**config.mk**
```make
export PLATFORM = sky130hd
export DESIGN_NAME = acqctl_core
export DESIGN_NICKNAME = d
export VERILOG_FILES = /design/src/verilog/acqctl_pkg.sv /design/src/verilog/acqctl_core.sv
export SDC_FILE = /design/constraint.sdc
export NUM_CORES = 1
export LEC_CHECK = 0
export ABC_AREA = 1
export BUFFER_PORTS_ARGS = -buffer_cell sky130_fd_sc_hd__buf_2
export CAP_MARGIN = 40
export CORE_MARGIN = 5
export CORE_UTILIZATION = 45
export DETAILED_ROUTE_END_ITERATION = 6
export GPL_ROUTABILITY_DRIVEN = 0
export PLACE_DENSITY = 0.88
export SYNTH_ARGS = -nofsm -noshare
export SYNTH_HDL_FRONTEND = slang
export SYNTH_SLANG_ARGS = --single-unit
```
**constraint.sdc**
```tcl
create_clock -name clk_sys_i -period 2.4 [get_ports clk_sys_i]
set_input_delay 0.12 -clock clk_sys_i [delete_from_list [all_inputs] [get_ports clk_sys_i]]
set_output_delay 0.12 -clock clk_sys_i [all_outputs]
set_load 0.1 [all_outputs]
```
**src/verilog/acqctl_pkg.sv**
```systemverilog
// package: acquisition control constants and carrier types
package acqctl_pkg;

  // command codes of the decoded remote command strobe
  typedef enum logic [3:0] {
    CMD_NONE,
    CMD_ARM,
    CMD_STOP,
    CMD_SET_MODE,
    CMD_SET_AVG,
    CMD_SET_DEPTH,
    CMD_SET_INTERP,
    CMD_READ_STATUS
  } acqctl_cmd_t;

  typedef enum logic [1:0] {
    MODE_NORMAL,
    MODE_PEAK,
    MODE_AVERAGE,
    MODE_ENH_RES
  } acqctl_mode_t;

  typedef enum logic [1:0] {
    STATE_STOPPED,
    STATE_ARMED,
    STATE_TRIGGERED
  } acqctl_state_t;

  // status word bit positions
  localparam int unsigned STAT_NEW_ACQ_BIT = 0;
  localparam int unsigned STAT_TRIG_RDY_BIT = 13;
  localparam int unsigned STAT_W = 16;

  // averaging count is 2**avg_log2; legal log2 values 2 and 4..9
  localparam logic [3:0] AVG_LOG2_MIN = 4'h2;
  localparam logic [3:0] AVG_LOG2_MAX = 4'h9;
  localparam logic [3:0] AVG_LOG2_SKIP = 4'h3;
  localparam logic [3:0] AVG_LOG2_RST = 4'h4;

  // depth index 0..3: 7K,70K,700K,7M (or doubled when interleaved)
  localparam int unsigned DEPTH_W = 25;
  localparam logic [24:0] DEPTH_BASE_0 = 25'h0001b58;
  localparam logic [24:0] DEPTH_BASE_1 = 25'h0011170;
  localparam logic [24:0] DEPTH_BASE_2 = 25'h00aae60;
  localparam logic [24:0] DEPTH_BASE_3 = 25'h06acfc0;
  localparam logic [1:0] DEPTH_SEL_RST = 2'h0;

  localparam int unsigned CHAN_N = 4;
  localparam int unsigned PTS_W = 25;
  localparam int unsigned RATE_W = 32;
  localparam int unsigned SCALE_W = 25;

  // decoded command with its argument
  typedef struct packed {
    acqctl_cmd_t code;
    acqctl_mode_t mode;
    logic [3:0] avg_log2;
    logic [1:0] depth_sel;
    logic interp_sine;
  } acqctl_req_t;

  // answer of a command
  typedef struct packed {
    logic done;
    logic reject;
    logic [STAT_W-1:0] status;
  } acqctl_rsp_t;

  // settings reported back
  typedef struct packed {
    acqctl_mode_t mode;
    logic [3:0] avg_log2;
    logic [1:0] depth_sel;
    logic interp_sine;
    acqctl_state_t state;
  } acqctl_cfg_t;

endpackage : acqctl_pkg

```
**src/verilog/acqctl_core.sv**
```systemverilog
// acquisition command control: arm/stop, status word, mode and depth settings
`timescale 1ns/1ps

// How it works
// arm command re-arms the trigger and starts a new capture
// status word has trigger-ready in bit 13, new-capture in bit 0
// reading the status word returns it and clears it
// in single trigger mode a completed capture moves state to stopped
// stop command halts acquisition exactly like the front-panel stop key
// mode held among normal, peak, average, enhanced resolution; reported back
// enhanced resolution mode enables the boxcar smoothing filter output
// enhanced resolution rejected unless the advanced engine variant is present
// averaging count taken with mode command only when average is chosen
// averaging count may be set alone and is reported back
// single channel per converter offers 7K, 70K, 700K, 7M depths
// interleaved converters offer 14K, 140K, 1.4M, 14M depths
// point count derives from scale and depth, never written directly
// point count reported for each of the four analog channels
// interpolation select: on means sine, off means linear; readable
// present acquisition state is reported
// analog sample rate reported; logic channel rate where supported
// mode or count change while averaging restarts the accumulation
module acqctl_core #(
  parameter bit ENH_ENGINE = 1'b1,
  parameter bit LOGIC_RATE_SUPPORTED = 1'b1
) (
  input wire logic clk_sys_i,
  input wire logic rst_n_i,
  input wire acqctl_pkg::acqctl_req_t req_i,
  input wire logic single_mode_i,
  input wire logic stop_key_i,
  input wire logic trigger_i,
  input wire logic capture_done_i,
  input wire logic interleave_i,
  input wire logic [acqctl_pkg::SCALE_W-1:0] scale_points_i,
  input wire logic [acqctl_pkg::CHAN_N-1:0] chan_on_i,
  input wire logic [acqctl_pkg::RATE_W-1:0] analog_rate_i,
  input wire logic [acqctl_pkg::RATE_W-1:0] logic_rate_i,
  output logic [$bits(acqctl_pkg::acqctl_rsp_t)-1:0] rsp_o,
  output logic [$bits(acqctl_pkg::acqctl_cfg_t)-1:0] cfg_o,
  output logic trig_enable_o,
  output logic smooth_enable_o,
  output logic avg_restart_o,
  output logic [acqctl_pkg::CHAN_N*acqctl_pkg::PTS_W-1:0] points_o,
  output logic [acqctl_pkg::RATE_W-1:0] analog_rate_o,
  output logic [acqctl_pkg::RATE_W-1:0] logic_rate_o,
  output logic logic_rate_valid_o
);

  typedef struct packed {
    acqctl_pkg::acqctl_rsp_t rsp;
    acqctl_pkg::acqctl_cfg_t cfg;
    logic [acqctl_pkg::STAT_W-1:0] status;
    logic trig_en;
    logic smooth;
    logic avg_restart;
    logic [acqctl_pkg::CHAN_N*acqctl_pkg::PTS_W-1:0] points;
    logic [acqctl_pkg::RATE_W-1:0] arate;
    logic [acqctl_pkg::RATE_W-1:0] lrate;
    logic lrate_ok;
    logic [2:0] stop_key_sync;
    logic [1:0] trig_sync;
    logic [1:0] done_sync;
    logic [1:0] single_sync;
    logic [1:0] ilv_sync;
  } acqctl_st_t;

  acqctl_st_t st_ff;
  acqctl_st_t nxt_st;
  logic [acqctl_pkg::DEPTH_W-1:0] depth_max;
  logic [acqctl_pkg::PTS_W-1:0] pts_one;

  // non-interleaved depth table
  // interleaved depth doubles the table
  always_comb
  begin
    unique case (st_ff.cfg.depth_sel)
      2'h0: depth_max = acqctl_pkg::DEPTH_BASE_0;
      2'h1: depth_max = acqctl_pkg::DEPTH_BASE_1;
      2'h2: depth_max = acqctl_pkg::DEPTH_BASE_2;
      2'h3: depth_max = acqctl_pkg::DEPTH_BASE_3;
    endcase
    if (st_ff.ilv_sync[1])
    begin
      depth_max = depth_max << 1;
    end
    // points follow scale clipped to depth
    pts_one = (scale_points_i < depth_max) ? scale_points_i : depth_max;
  end

  function automatic logic avg_ok(input logic [3:0] l2);
    avg_ok = (l2 >= acqctl_pkg::AVG_LOG2_MIN) && (l2 <= acqctl_pkg::AVG_LOG2_MAX)
      && (l2 != acqctl_pkg::AVG_LOG2_SKIP);
  endfunction : avg_ok

  always_comb
  begin
    logic new_acq;
    logic stop_evt;
    new_acq = 1'b0;
    stop_evt = 1'b0;
    nxt_st = st_ff;
    nxt_st.rsp.done = 1'b0;
    nxt_st.rsp.reject = 1'b0;
    nxt_st.avg_restart = 1'b0;
    nxt_st.stop_key_sync = {st_ff.stop_key_sync[1:0], stop_key_i};
    nxt_st.trig_sync = {st_ff.trig_sync[0], trigger_i};
    nxt_st.done_sync = {st_ff.done_sync[0], capture_done_i};
    nxt_st.single_sync = {st_ff.single_sync[0], single_mode_i};
    nxt_st.ilv_sync = {st_ff.ilv_sync[0], interleave_i};

    // capture events from the acquisition engine
    if (st_ff.trig_sync[1] && st_ff.cfg.state == acqctl_pkg::STATE_ARMED)
    begin
      nxt_st.cfg.state = acqctl_pkg::STATE_TRIGGERED;
    end
    if (st_ff.done_sync[1] && st_ff.cfg.state != acqctl_pkg::STATE_STOPPED)
    begin
      new_acq = 1'b1;
      // single capture ends in stopped
      if (st_ff.single_sync[1])
      begin
        nxt_st.cfg.state = acqctl_pkg::STATE_STOPPED;
        nxt_st.trig_en = 1'b0;
      end
      else
      begin
        nxt_st.cfg.state = acqctl_pkg::STATE_ARMED;
      end
    end
    // front-panel stop key, rising edge
    if (st_ff.stop_key_sync[1] && !st_ff.stop_key_sync[2])
    begin
      stop_evt = 1'b1;
    end

    unique case (req_i.code)
      acqctl_pkg::CMD_ARM:
      begin
        // re-arm the trigger
        nxt_st.cfg.state = acqctl_pkg::STATE_ARMED;
        nxt_st.trig_en = 1'b1;
        nxt_st.rsp.done = 1'b1;
      end
      acqctl_pkg::CMD_STOP:
      begin
        // same path as the stop key
        stop_evt = 1'b1;
        nxt_st.rsp.done = 1'b1;
      end
      acqctl_pkg::CMD_SET_MODE:
      begin
        nxt_st.rsp.done = 1'b1;
        // enhanced resolution only with advanced engine
        // count only valid with average mode
        if ((req_i.mode == acqctl_pkg::MODE_ENH_RES && !ENH_ENGINE)
          || (req_i.mode == acqctl_pkg::MODE_AVERAGE && !avg_ok(req_i.avg_log2)))
        begin
          nxt_st.rsp.reject = 1'b1;
        end
        else
        begin
          // hold the selected mode
          nxt_st.cfg.mode = req_i.mode;
          if (req_i.mode == acqctl_pkg::MODE_AVERAGE)
          begin
            nxt_st.cfg.avg_log2 = req_i.avg_log2;
          end
          // restart averaging on change
          if (req_i.mode != st_ff.cfg.mode || (req_i.mode == acqctl_pkg::MODE_AVERAGE
            && req_i.avg_log2 != st_ff.cfg.avg_log2))
          begin
            nxt_st.avg_restart = 1'b1;
          end
        end
      end
      acqctl_pkg::CMD_SET_AVG:
      begin
        nxt_st.rsp.done = 1'b1;
        // count set on its own
        if (!avg_ok(req_i.avg_log2))
        begin
          nxt_st.rsp.reject = 1'b1;
        end
        else
        begin
          nxt_st.cfg.avg_log2 = req_i.avg_log2;
          // restart when averaging live
          if (st_ff.cfg.mode == acqctl_pkg::MODE_AVERAGE
            && req_i.avg_log2 != st_ff.cfg.avg_log2)
          begin
            nxt_st.avg_restart = 1'b1;
          end
        end
      end
      acqctl_pkg::CMD_SET_DEPTH:
      begin
        // depth index stored
        nxt_st.cfg.depth_sel = req_i.depth_sel;
        nxt_st.rsp.done = 1'b1;
      end
      acqctl_pkg::CMD_SET_INTERP:
      begin
        // sine when set, linear when clear
        nxt_st.cfg.interp_sine = req_i.interp_sine;
        nxt_st.rsp.done = 1'b1;
      end
      acqctl_pkg::CMD_READ_STATUS:
      begin
        // return then clear
        nxt_st.rsp.status = st_ff.status;
        nxt_st.status = '0;
        nxt_st.rsp.done = 1'b1;
      end
      default:
      begin
        nxt_st.rsp.reject = (req_i.code != acqctl_pkg::CMD_NONE);
        nxt_st.rsp.done = (req_i.code != acqctl_pkg::CMD_NONE);
      end
    endcase

    if (stop_evt)
    begin
      nxt_st.cfg.state = acqctl_pkg::STATE_STOPPED;
      nxt_st.trig_en = 1'b0;
    end

    // set wins over read clear
    if (new_acq)
    begin
      nxt_st.status[acqctl_pkg::STAT_NEW_ACQ_BIT] = 1'b1;
    end
    // capture taken while armed reports trigger-ready, also when single mode stops
    if (req_i.code == acqctl_pkg::CMD_ARM || (new_acq && st_ff.trig_en))
    begin
      nxt_st.status[acqctl_pkg::STAT_TRIG_RDY_BIT] = 1'b1;
    end

    // boxcar smoothing only in enhanced resolution
    nxt_st.smooth = (nxt_st.cfg.mode == acqctl_pkg::MODE_ENH_RES);
    // per-channel point counts
    for (int i = 0; i < acqctl_pkg::CHAN_N; i++)
    begin
      nxt_st.points[i*acqctl_pkg::PTS_W +: acqctl_pkg::PTS_W] =
        chan_on_i[i] ? pts_one : '0;
    end
    // rate reports
    nxt_st.arate = analog_rate_i;
    nxt_st.lrate = LOGIC_RATE_SUPPORTED ? logic_rate_i : '0;
    nxt_st.lrate_ok = LOGIC_RATE_SUPPORTED;
  end

  always_ff @(posedge clk_sys_i or negedge rst_n_i)
  begin
    if (!rst_n_i)
    begin
      st_ff <= '0;
      st_ff.cfg.avg_log2 <= acqctl_pkg::AVG_LOG2_RST;
      st_ff.cfg.depth_sel <= acqctl_pkg::DEPTH_SEL_RST;
    end
    else
    begin
      st_ff <= nxt_st;
    end
  end

  assign rsp_o = st_ff.rsp;
  // state reported with settings
  assign cfg_o = st_ff.cfg;
  assign trig_enable_o = st_ff.trig_en;
  assign smooth_enable_o = st_ff.smooth;
  assign avg_restart_o = st_ff.avg_restart;
  assign points_o = st_ff.points;
  assign analog_rate_o = st_ff.arate;
  assign logic_rate_o = st_ff.lrate;
  assign logic_rate_valid_o = st_ff.lrate_ok;

endmodule : acqctl_core

```
* Yosys cells after proc, flatten, opt, wreduce, memory -nomap -nowiden
Cells that the tools add are included.
** Storage, ports and cells
- Register bits after elaboration :: 196
- Bits in latches :: 0
- Bits in writable memories :: 0
- Bits in read-only memories :: 0
- Output and inout bits :: 197
- Memories kept :: 0
** Operators by class
- $add $sub $neg :: 0
- Multiply operators :: 0
- Div/mod/pow operators :: 0
- Order comparisons :: 3
- Equality and inequality tests :: 20
- Shift operators :: 0
- Muxes and demuxes :: 36
- Bitwise gates (word level) :: 0
- Reduce and logical (&&, ||, !) cells :: 26
** Operator list (count)
- $mux 25 :: 6
- $pmux 25 s4 :: 1
- $lt 25x25->1 :: 1
- $mux 1 :: 17
- $eq 4x3->1 const B :: 4
- $mux 14 :: 1
- $eq 2x2->1 const B :: 5
- $mux 2 :: 5
- $logic_and 1x1->1 :: 9
- $eq 4x2->1 const B :: 2
- $mux 4 :: 2
- $pmux 4 s2 :: 1
- $reduce_bool 2->1 :: 4
- $reduce_bool 4->1 :: 2
- $reduce_or 7->1 :: 1
- $mux 6 :: 1
- $ne 2x2->1 const B :: 3
- $reduce_bool 3->1 :: 2
- $reduce_or 5->1 :: 1
- $eq 2x1->1 const B :: 2
- $eq 4x1->1 const B :: 1
- $ge 4x2->1 const B :: 1
- $le 4x4->1 const B :: 1
- $ne 4x2->1 const B :: 1
- other kinds (9) :: 11

* Longest topological paths before layout
Gate-level depths: netlist of the first run.
- Depth in word-level cells :: 8
- Mapped depth :: 18
- Depth with buffers taken out :: 17

* Least setup slack after synthesis of the first run
No wires, ideal clock.
- Path kind :: flip-flop to flip-flop
- From :: register st_ff, in the netlist cfg_o[3]
- To :: register st_ff, in the netlist points_o[10]
- Library setup time :: 0.132 ns
- Arrival :: 2.310 ns
- Path slack :: -0.042 ns
- Stages on the path, launching flop included :: 15
- Path buffers :: 1
- Clock period less this slack :: 2.442 ns
- Cell sequence :: dfrtp_1 -> inv_1 -> ha_1 -> nor2_1 -> nor2_1 -> a21oi_1 -> ha_1 -> a21o_1 -> nor2_1 -> nand2_1 -> nand2_2 -> clkbuf_1 -> nand4_1 -> nand2_1 -> nor2_1
** RTL lines
- from (decl) :: RTL line acqctl_core.sv:68 : acqctl_st_t st_ff;
- from (signal assigned) :: RTL line acqctl_core.sv:263 : st_ff <= nxt_st;

==> results of run 1 <==
stage by stage:
stage	setup WS, ps	setup TNS (ps)
2_1_floorplan	-42.1	-3370
3_3_place_gp	-235	-15300
3_5_place_dp	-277	-19290
4_1_cts	-93.5	-4130
5_1_grt	-387	-30850
6_report	-324	-24050
final timing paths:
kind | startpoint | endpoint | slack (ps) | depth (start not counted)
min reg2reg | nxt_st[7] | st_ff[7] | 350 | 0
max in group asynchronous | rst_n_i | points_o[70] | 1400 | 3
min | req_i[4] | cfg_o[6] | 1 | 3
max reg2reg | cfg_o[4] | points_o[8] | -320 | 17
min in group asynchronous | rst_n_i | cfg_o[2] | 290 | 2
max | cfg_o[4] | points_o[8] | -320 | 17
what timing repair did:
item,CTS,global route
cloned,5,0
gates resized for setup,127,58
hold buffers,81,0
pin swaps,20,30
setup endpoints to repair,96,96
endpoints found under the hold margin,150,0
setup buffers,16,5
power groups by stage:
stage | Sequential (mW) | Clock, mW | Combinational [mW]
after global routing | 3.83 | 2.98 | 4.99
after global placement | 3.84 | 0 | 4.05
after CTS | 3.80 | 2.80 | 4.57
after floorplan | 3.86 | 0 | 3.70
final | 3.80 | 2.76 | 4.80
after detailed placement | 3.85 | 0 | 4.10
cells in the mapped netlist, types with 3 or more instances:
cell      number  area (sq um)
nor3_1        13          65.1
nand4_1       23           144
clkbuf_1      10          37.5
o211ai_1       3          22.5
nor2_1       113           424
ha_1          28           350
nand3_1        6          30.0
buf_4        195          1460
a21oi_1       10          50.1
buf_2          6          30.0
xnor2_1        6          52.6
nand2_1      103           387
dfrtp_1      195          4880
o21ai_0       16          80.1
inv_1         65           244
metal layers:
metal | track usage, % | share of wire, % | up-vias
met2 | 37.8 | 53 | 275
met3 | 6.20 | 6.6 | 78
met1 | 22.8 | 36 | 3051
met5 | 0 | 0.047 | -
met4 | 10.4 | 4.3 | 2
li1 | - | - | 2829
critical path, delay by kind of cell (launching register included):
family,cells,cell delay [ps]
AND/OR/NAND/NOR,11,1180
flip-flops,1,470
buffers and inverters,3,400
adder cells (fa/ha/maj),2,360
AO/OA/AOI/OAI,1,220
cells by family (layout without fill, tap and decap cells):
logic type | Yosys count | after routing | share of synthesized area [%]
buffers and inverters | 279 | 535 | 21.3
and+or+nand+nor | 262 | 262 | 12.9
DFF | 196 | 196 | 58.2
AOI/OAI and AO/OA | 38 | 38 | 2.64
adders and majority gates | 28 | 28 | 4.15
xor gates and xnor gates | 6 | 6 | 0.623
other | 2 | 24 | 0.0890
muxes | 1 | 1 | 0.134
area by class of cell:
cell class,instances,share of cell area [%]
antenna,5,0.111
clock buffer,18,3.79
clock inverter,14,1.30
inverter,67,2.29
multi-input combinational,354,21.1
sequential,196,43.4
tap,234,2.59
timing repair buffer,436,25.4
sequential cells by signal (all words and copies together) (netlist names):
register,flops
logic_rate_o,32
st_ff,7
smooth_enable_o,1
rsp_o,4
avg_restart_o,1
nxt_st,6
logic_rate_valid_o,1
cfg_o,11
trig_enable_o,1
points_o,100
analog_rate_o,32
placed cells by master (no fill, tap or decap), types with 19 or more instances in the layout:
| cell | instances |
|---|---|
| nand2_1 | 57 |
| nand2_4 | 28 |
| conb_1 | 19 |
| buf_4 | 42 |
| nor2_2 | 27 |
| dlygate4sd3_1 | 81 |
| dfrtp_1 | 192 |
| buf_2 | 294 |
| inv_1 | 59 |
| nand4_1 | 23 |
| nand2_2 | 20 |
| nor2_1 | 79 |
==> run metrics, run 1 <==
ys flop type dfrtp_1; Fin Hold WS 0.969 ps; routed wire length 23400 microns; Fill cells 1418; DRC 0; Leakage 5.98 nW; register area 4910 sq um; Peak VDD IR 509 uV; sequential fraction of design power 33.4%; initial antenna violation count 5; port bufs 295; clk_lat worst skew 430 ps; Slew headroom 51.0%; P&R area growth vs syn 34.2%; clock share of power 24.3%; filler-free cell count of the finished design 1324; RSZ-0062 raised after global routing yes; Power Dens Cells 1000 nW/um^2; share of cells above drive strength 1 46.9%; TritonCTS buffer count 17; TritonCTS clock tree done; Max Slew Vio Count 0; Die X-Extent 147 microns; Clock Sinks 196; max incr delay on CP 470 ps; Critical Path Sink Type register; Final Core Density 60.9%; Comb pwr share 42.3%; switching pwr 5.20 mW; CORE AREA 18600 sq um; vias in the first global route 6675; footprint of the multi-input gates 2390 sq um; Max-Cap Viols 0; Synth async-reset ratio 100%; Critical Path Fanout Max 7; fmax 0.367 GHz; clk root buf clkbuf_16; clock-pin slew on the worst setup and hold paths 70 ps; DRT Pass-1 Iters 5; post-synthesis register bit count 196; Power Total 11.4 mW; Placement Rows 50; Critical Path AT 3070 ps; Vias per Instance 4.71; final setup violation count 96; DRT iter0 DRCs 263; Starting Density 45.4%; area post-placement 9040 sq um; WS Path Type reg -> reg; Detail Route Antenna Nets 0; final worst-path setup slack -324 ps; Synth Instances 812; Final Hold Fails 0; Period minus WS final 2720 ps; Power Internal 6.15 mW; post-DP HPWL 14900 microns; die area 21600 sq um; hold crit path type in -> reg; Yosys cell types 29; clk buf depth 2; clock skew 5.67 ps; average size of a mapped cell 10.4 sq um; largest net degree at the start of global routing 77; DIE HEIGHT 147 microns; Final period util 114%; Sw Share 45.8%; yosys synthesis warning count 0; Critical Path Start Type register; worst-margin pin slew 733 ps; sequential fraction of the synthesis area 58.2%; via count 6235; total track usage 21.1%; Overflow after GRT 0; Routed WL per cell 17.7 microns; slowest stage cell, crit path dfrtp_2; failing checks negative setup slack; design area 11300 sq um; critical path required time 2750 ps; Post-synth EDFFs 0; io pins 310; status finished with violations; first-pass GRT wire length 35400 microns; Inst Count DP 1182; cell area after synthesis 8430 sq um; nets 1213; H-tree Lvls 4; crit-path cells inv_4, buf_6, ha_4, nor2_4, nand2_1, nand2_2, ha_4, a21oi_1, nand2_1, nand2_1, nand2_1, nand2_2, nand3_4, buf_12, nand2_2, nand2_2, nor2_1
(Power assumes the default switching activity.)
==> run 2: changes to the inputs <==
- CORE_MARGIN: 5 -> 2
- CORE_UTILIZATION: 45 -> 46
- CTS_BUF_LIST: default -> sky130_fd_sc_hd__clkbuf_8
- PLACE_DENSITY: 0.88 -> 0.89
==> run 2 against run 1 <==
  * The flow still finishes with violations (negative setup slack)
  * Fmax rose by 5.2%
  * Clock power fell by 24%
  * Register-to-register slack improved by 140 ps
  * Final cell count fell by 0.30%
  * Non-clock buffer count fell by 3
  * Count of clock-buffer cells in the layout fell by 1
  * Critical path type unchanged
  * Critical endpoint is now points_o[72]
  * Largest cell class unchanged
  * Highest routed layer is now met4
==> run metrics, run 2 (synthesis results as in run 1) <==
slowest stage cell, crit path dfrtp_2; first-pass GRT wire length 35000 microns (-1.0%); leading cell type in the layout, fill and taps excluded buf_2; Fin Hold WS 69.3 ps (+68.3 ps); initial antenna violation count 5 (unchanged); failing checks negative setup slack; status finished with violations; Clock Sinks 196 (unchanged); port bufs 295 (unchanged); filler-free cell count of the finished design 1320 (-0.30%); share of cells above drive strength 1 45.0% (-1.9 points); Leakage 5.87 nW (-1.8%); DRT Pass-1 Iters 5 (unchanged); fmax 0.386 GHz (+5.2%); Slew headroom 64.3% (+13 points); Critical Path Sink Type register; final setup violation count 96 (unchanged); critical path required time 2770 ps (+20 ps); Inst Count DP 1176 (-0.51%); hold crit path type in -> reg; Critical Path AT 2960 ps (-110 ps); DRC 0 (unchanged); max incr delay on CP 470 ps (about the same); Detail Route Antenna Nets 0 (unchanged); nets 1213 (unchanged); Die X-Extent 139 microns (-5.1%); RSZ-0062 raised after global routing yes; commonest non-fill, non-tap cells in the layout buf_2, dfrtp_1, dlygate4sd3_1; Max Slew Vio Count 0 (unchanged); Critical Path Start Type register; DIE HEIGHT 139 microns (-5.1%); design area 11000 sq um (-2.8%); Starting Density 47.0% (+1.6 points); area post-placement 9010 sq um (-0.29%); via count 6322 (+1.4%); WS Path Type reg -> reg; die area 19400 sq um (-9.9%); clk buf depth 2 (unchanged); clock skew 21.6 ps (+16.0 ps); clk_lat worst skew 460 ps (+30 ps); CORE AREA 18000 sq um (-3.3%); TritonCTS clock tree done; H-tree Lvls 4 (unchanged); largest net degree at the start of global routing 71 (-7.8%); Largest register FFs 100 (unchanged); vias in the first global route 6720 (+0.67%); routed wire length 23100 microns (-1.2%); Final Hold Fails 0 (unchanged); post-DP HPWL 14000 microns (-5.9%); TritonCTS buffer count 17 (unchanged); Final period util 108% (-5.7 points); total track usage 23.3% (+2.1 points); Period minus WS final 2590 ps (-136 ps); Overflow after GRT 0 (unchanged); final worst-path setup slack -189 ps (+136 ps); crit-path cells buf_4, ha_4, nor2_4, nand2_1, o21ai_1, ha_1, nand2_1, nor2_1, nand2_1, nand2_2, nand2_4, buf_4, nand3_4, nand2_1, nand2_1, nor2_1; setup tns final -12710 ps (+11340 ps); most used cell, CP nand2_1; clk root buf clkbuf_8; io pins 310 (unchanged); Critical Path Fanout Max 5 (-2); Routed WL per cell 17.5 microns (-0.86%); P&R area growth vs syn 30.4%; DRT iter0 DRCs 425 (+62%); Vias per Instance 4.79 (+1.7%); Peak VDD IR 609 uV (+20%); Power Dens Cells 954 nW/um^2 (-4.8%); Max-Cap Viols 0 (unchanged); Power Total 10.5 mW (-7.5%); clock-pin slew on the worst setup and hold paths 110 ps (+40 ps); worst-margin pin slew 530 ps (-203 ps); Placement Rows 49 (-2.0%)
[run 2: per-layer routing]
layer	up-vias	GRT usage (%)	wire, microns
li1	2846	-	-
met5	-	0	0
met1	3077	25.5	8470
met3	67	6.02	1450
met4	0	13.0	938
met2	332	41.0	12300
[run 2: path summary, 6_finish.rpt]
| kind | start | endpoint | slack (ps) | cells past startpoint |
|---|---|---|---|---|
| max in group asynchronous | rst_n_i | analog_rate_o[28] | 1520 | 3 |
| min in group asynchronous | rst_n_i | points_o[35] | 140 | 2 |
| setup reg to reg | cfg_o[3] | points_o[72] | -190 | 16 |
| setup / recovery | cfg_o[3] | points_o[72] | -190 | 16 |
| hold reg to reg | nxt_st[9] | nxt_st[10] | 360 | 0 |
| hold / removal | req_i[10] | cfg_o[2] | 70 | 3 |
[run 2: power by group]
group	internal (mW)	switching [mW]	total, mW
combinational	0.928	3.68	4.61
clock	0.786	1.31	2.09
sequential	3.65	0.148	3.80
[run 2: worst max-delay path: cells and delay by family (launching register included)]
| family | cells | cell delay [ps] |
|---|---|---|
| buf+inv | 2 | 320 |
| flops | 1 | 470 |
| compound gates | 1 | 170 |
| simple gates | 11 | 1050 |
| fa+ha+maj | 2 | 480 |
[run 2: timing repair]
item,CTS,global route
pin swaps,28,32
setup endpoints to repair,96,96
resized for setup,99,50
setup buffers,14,1
cloned,6,0
hold endpoints to repair,174,0
hold buffers,85,0
[run 2: through the flow]
step	setup slack [ps]	utilization (%)
after floorplan	-42.1	-
after global placement	-156	50.2
after detailed placement	-235	50.2
after CTS	-18.0	60.0
after global routing	-335	61.2
final	-189	61.2
[run 2: final cells by class]
type	count	area, sq um
Inverter	67	259
Sequential cell	196	4910
Clock buffer	17	234
Antenna cell	6	15.0
Tap cell	229	287
Multi-Input combinational cell	357	2280
Clock inverter	15	159
Fill cell	1361	6970
Timing Repair Buffer	433	2860
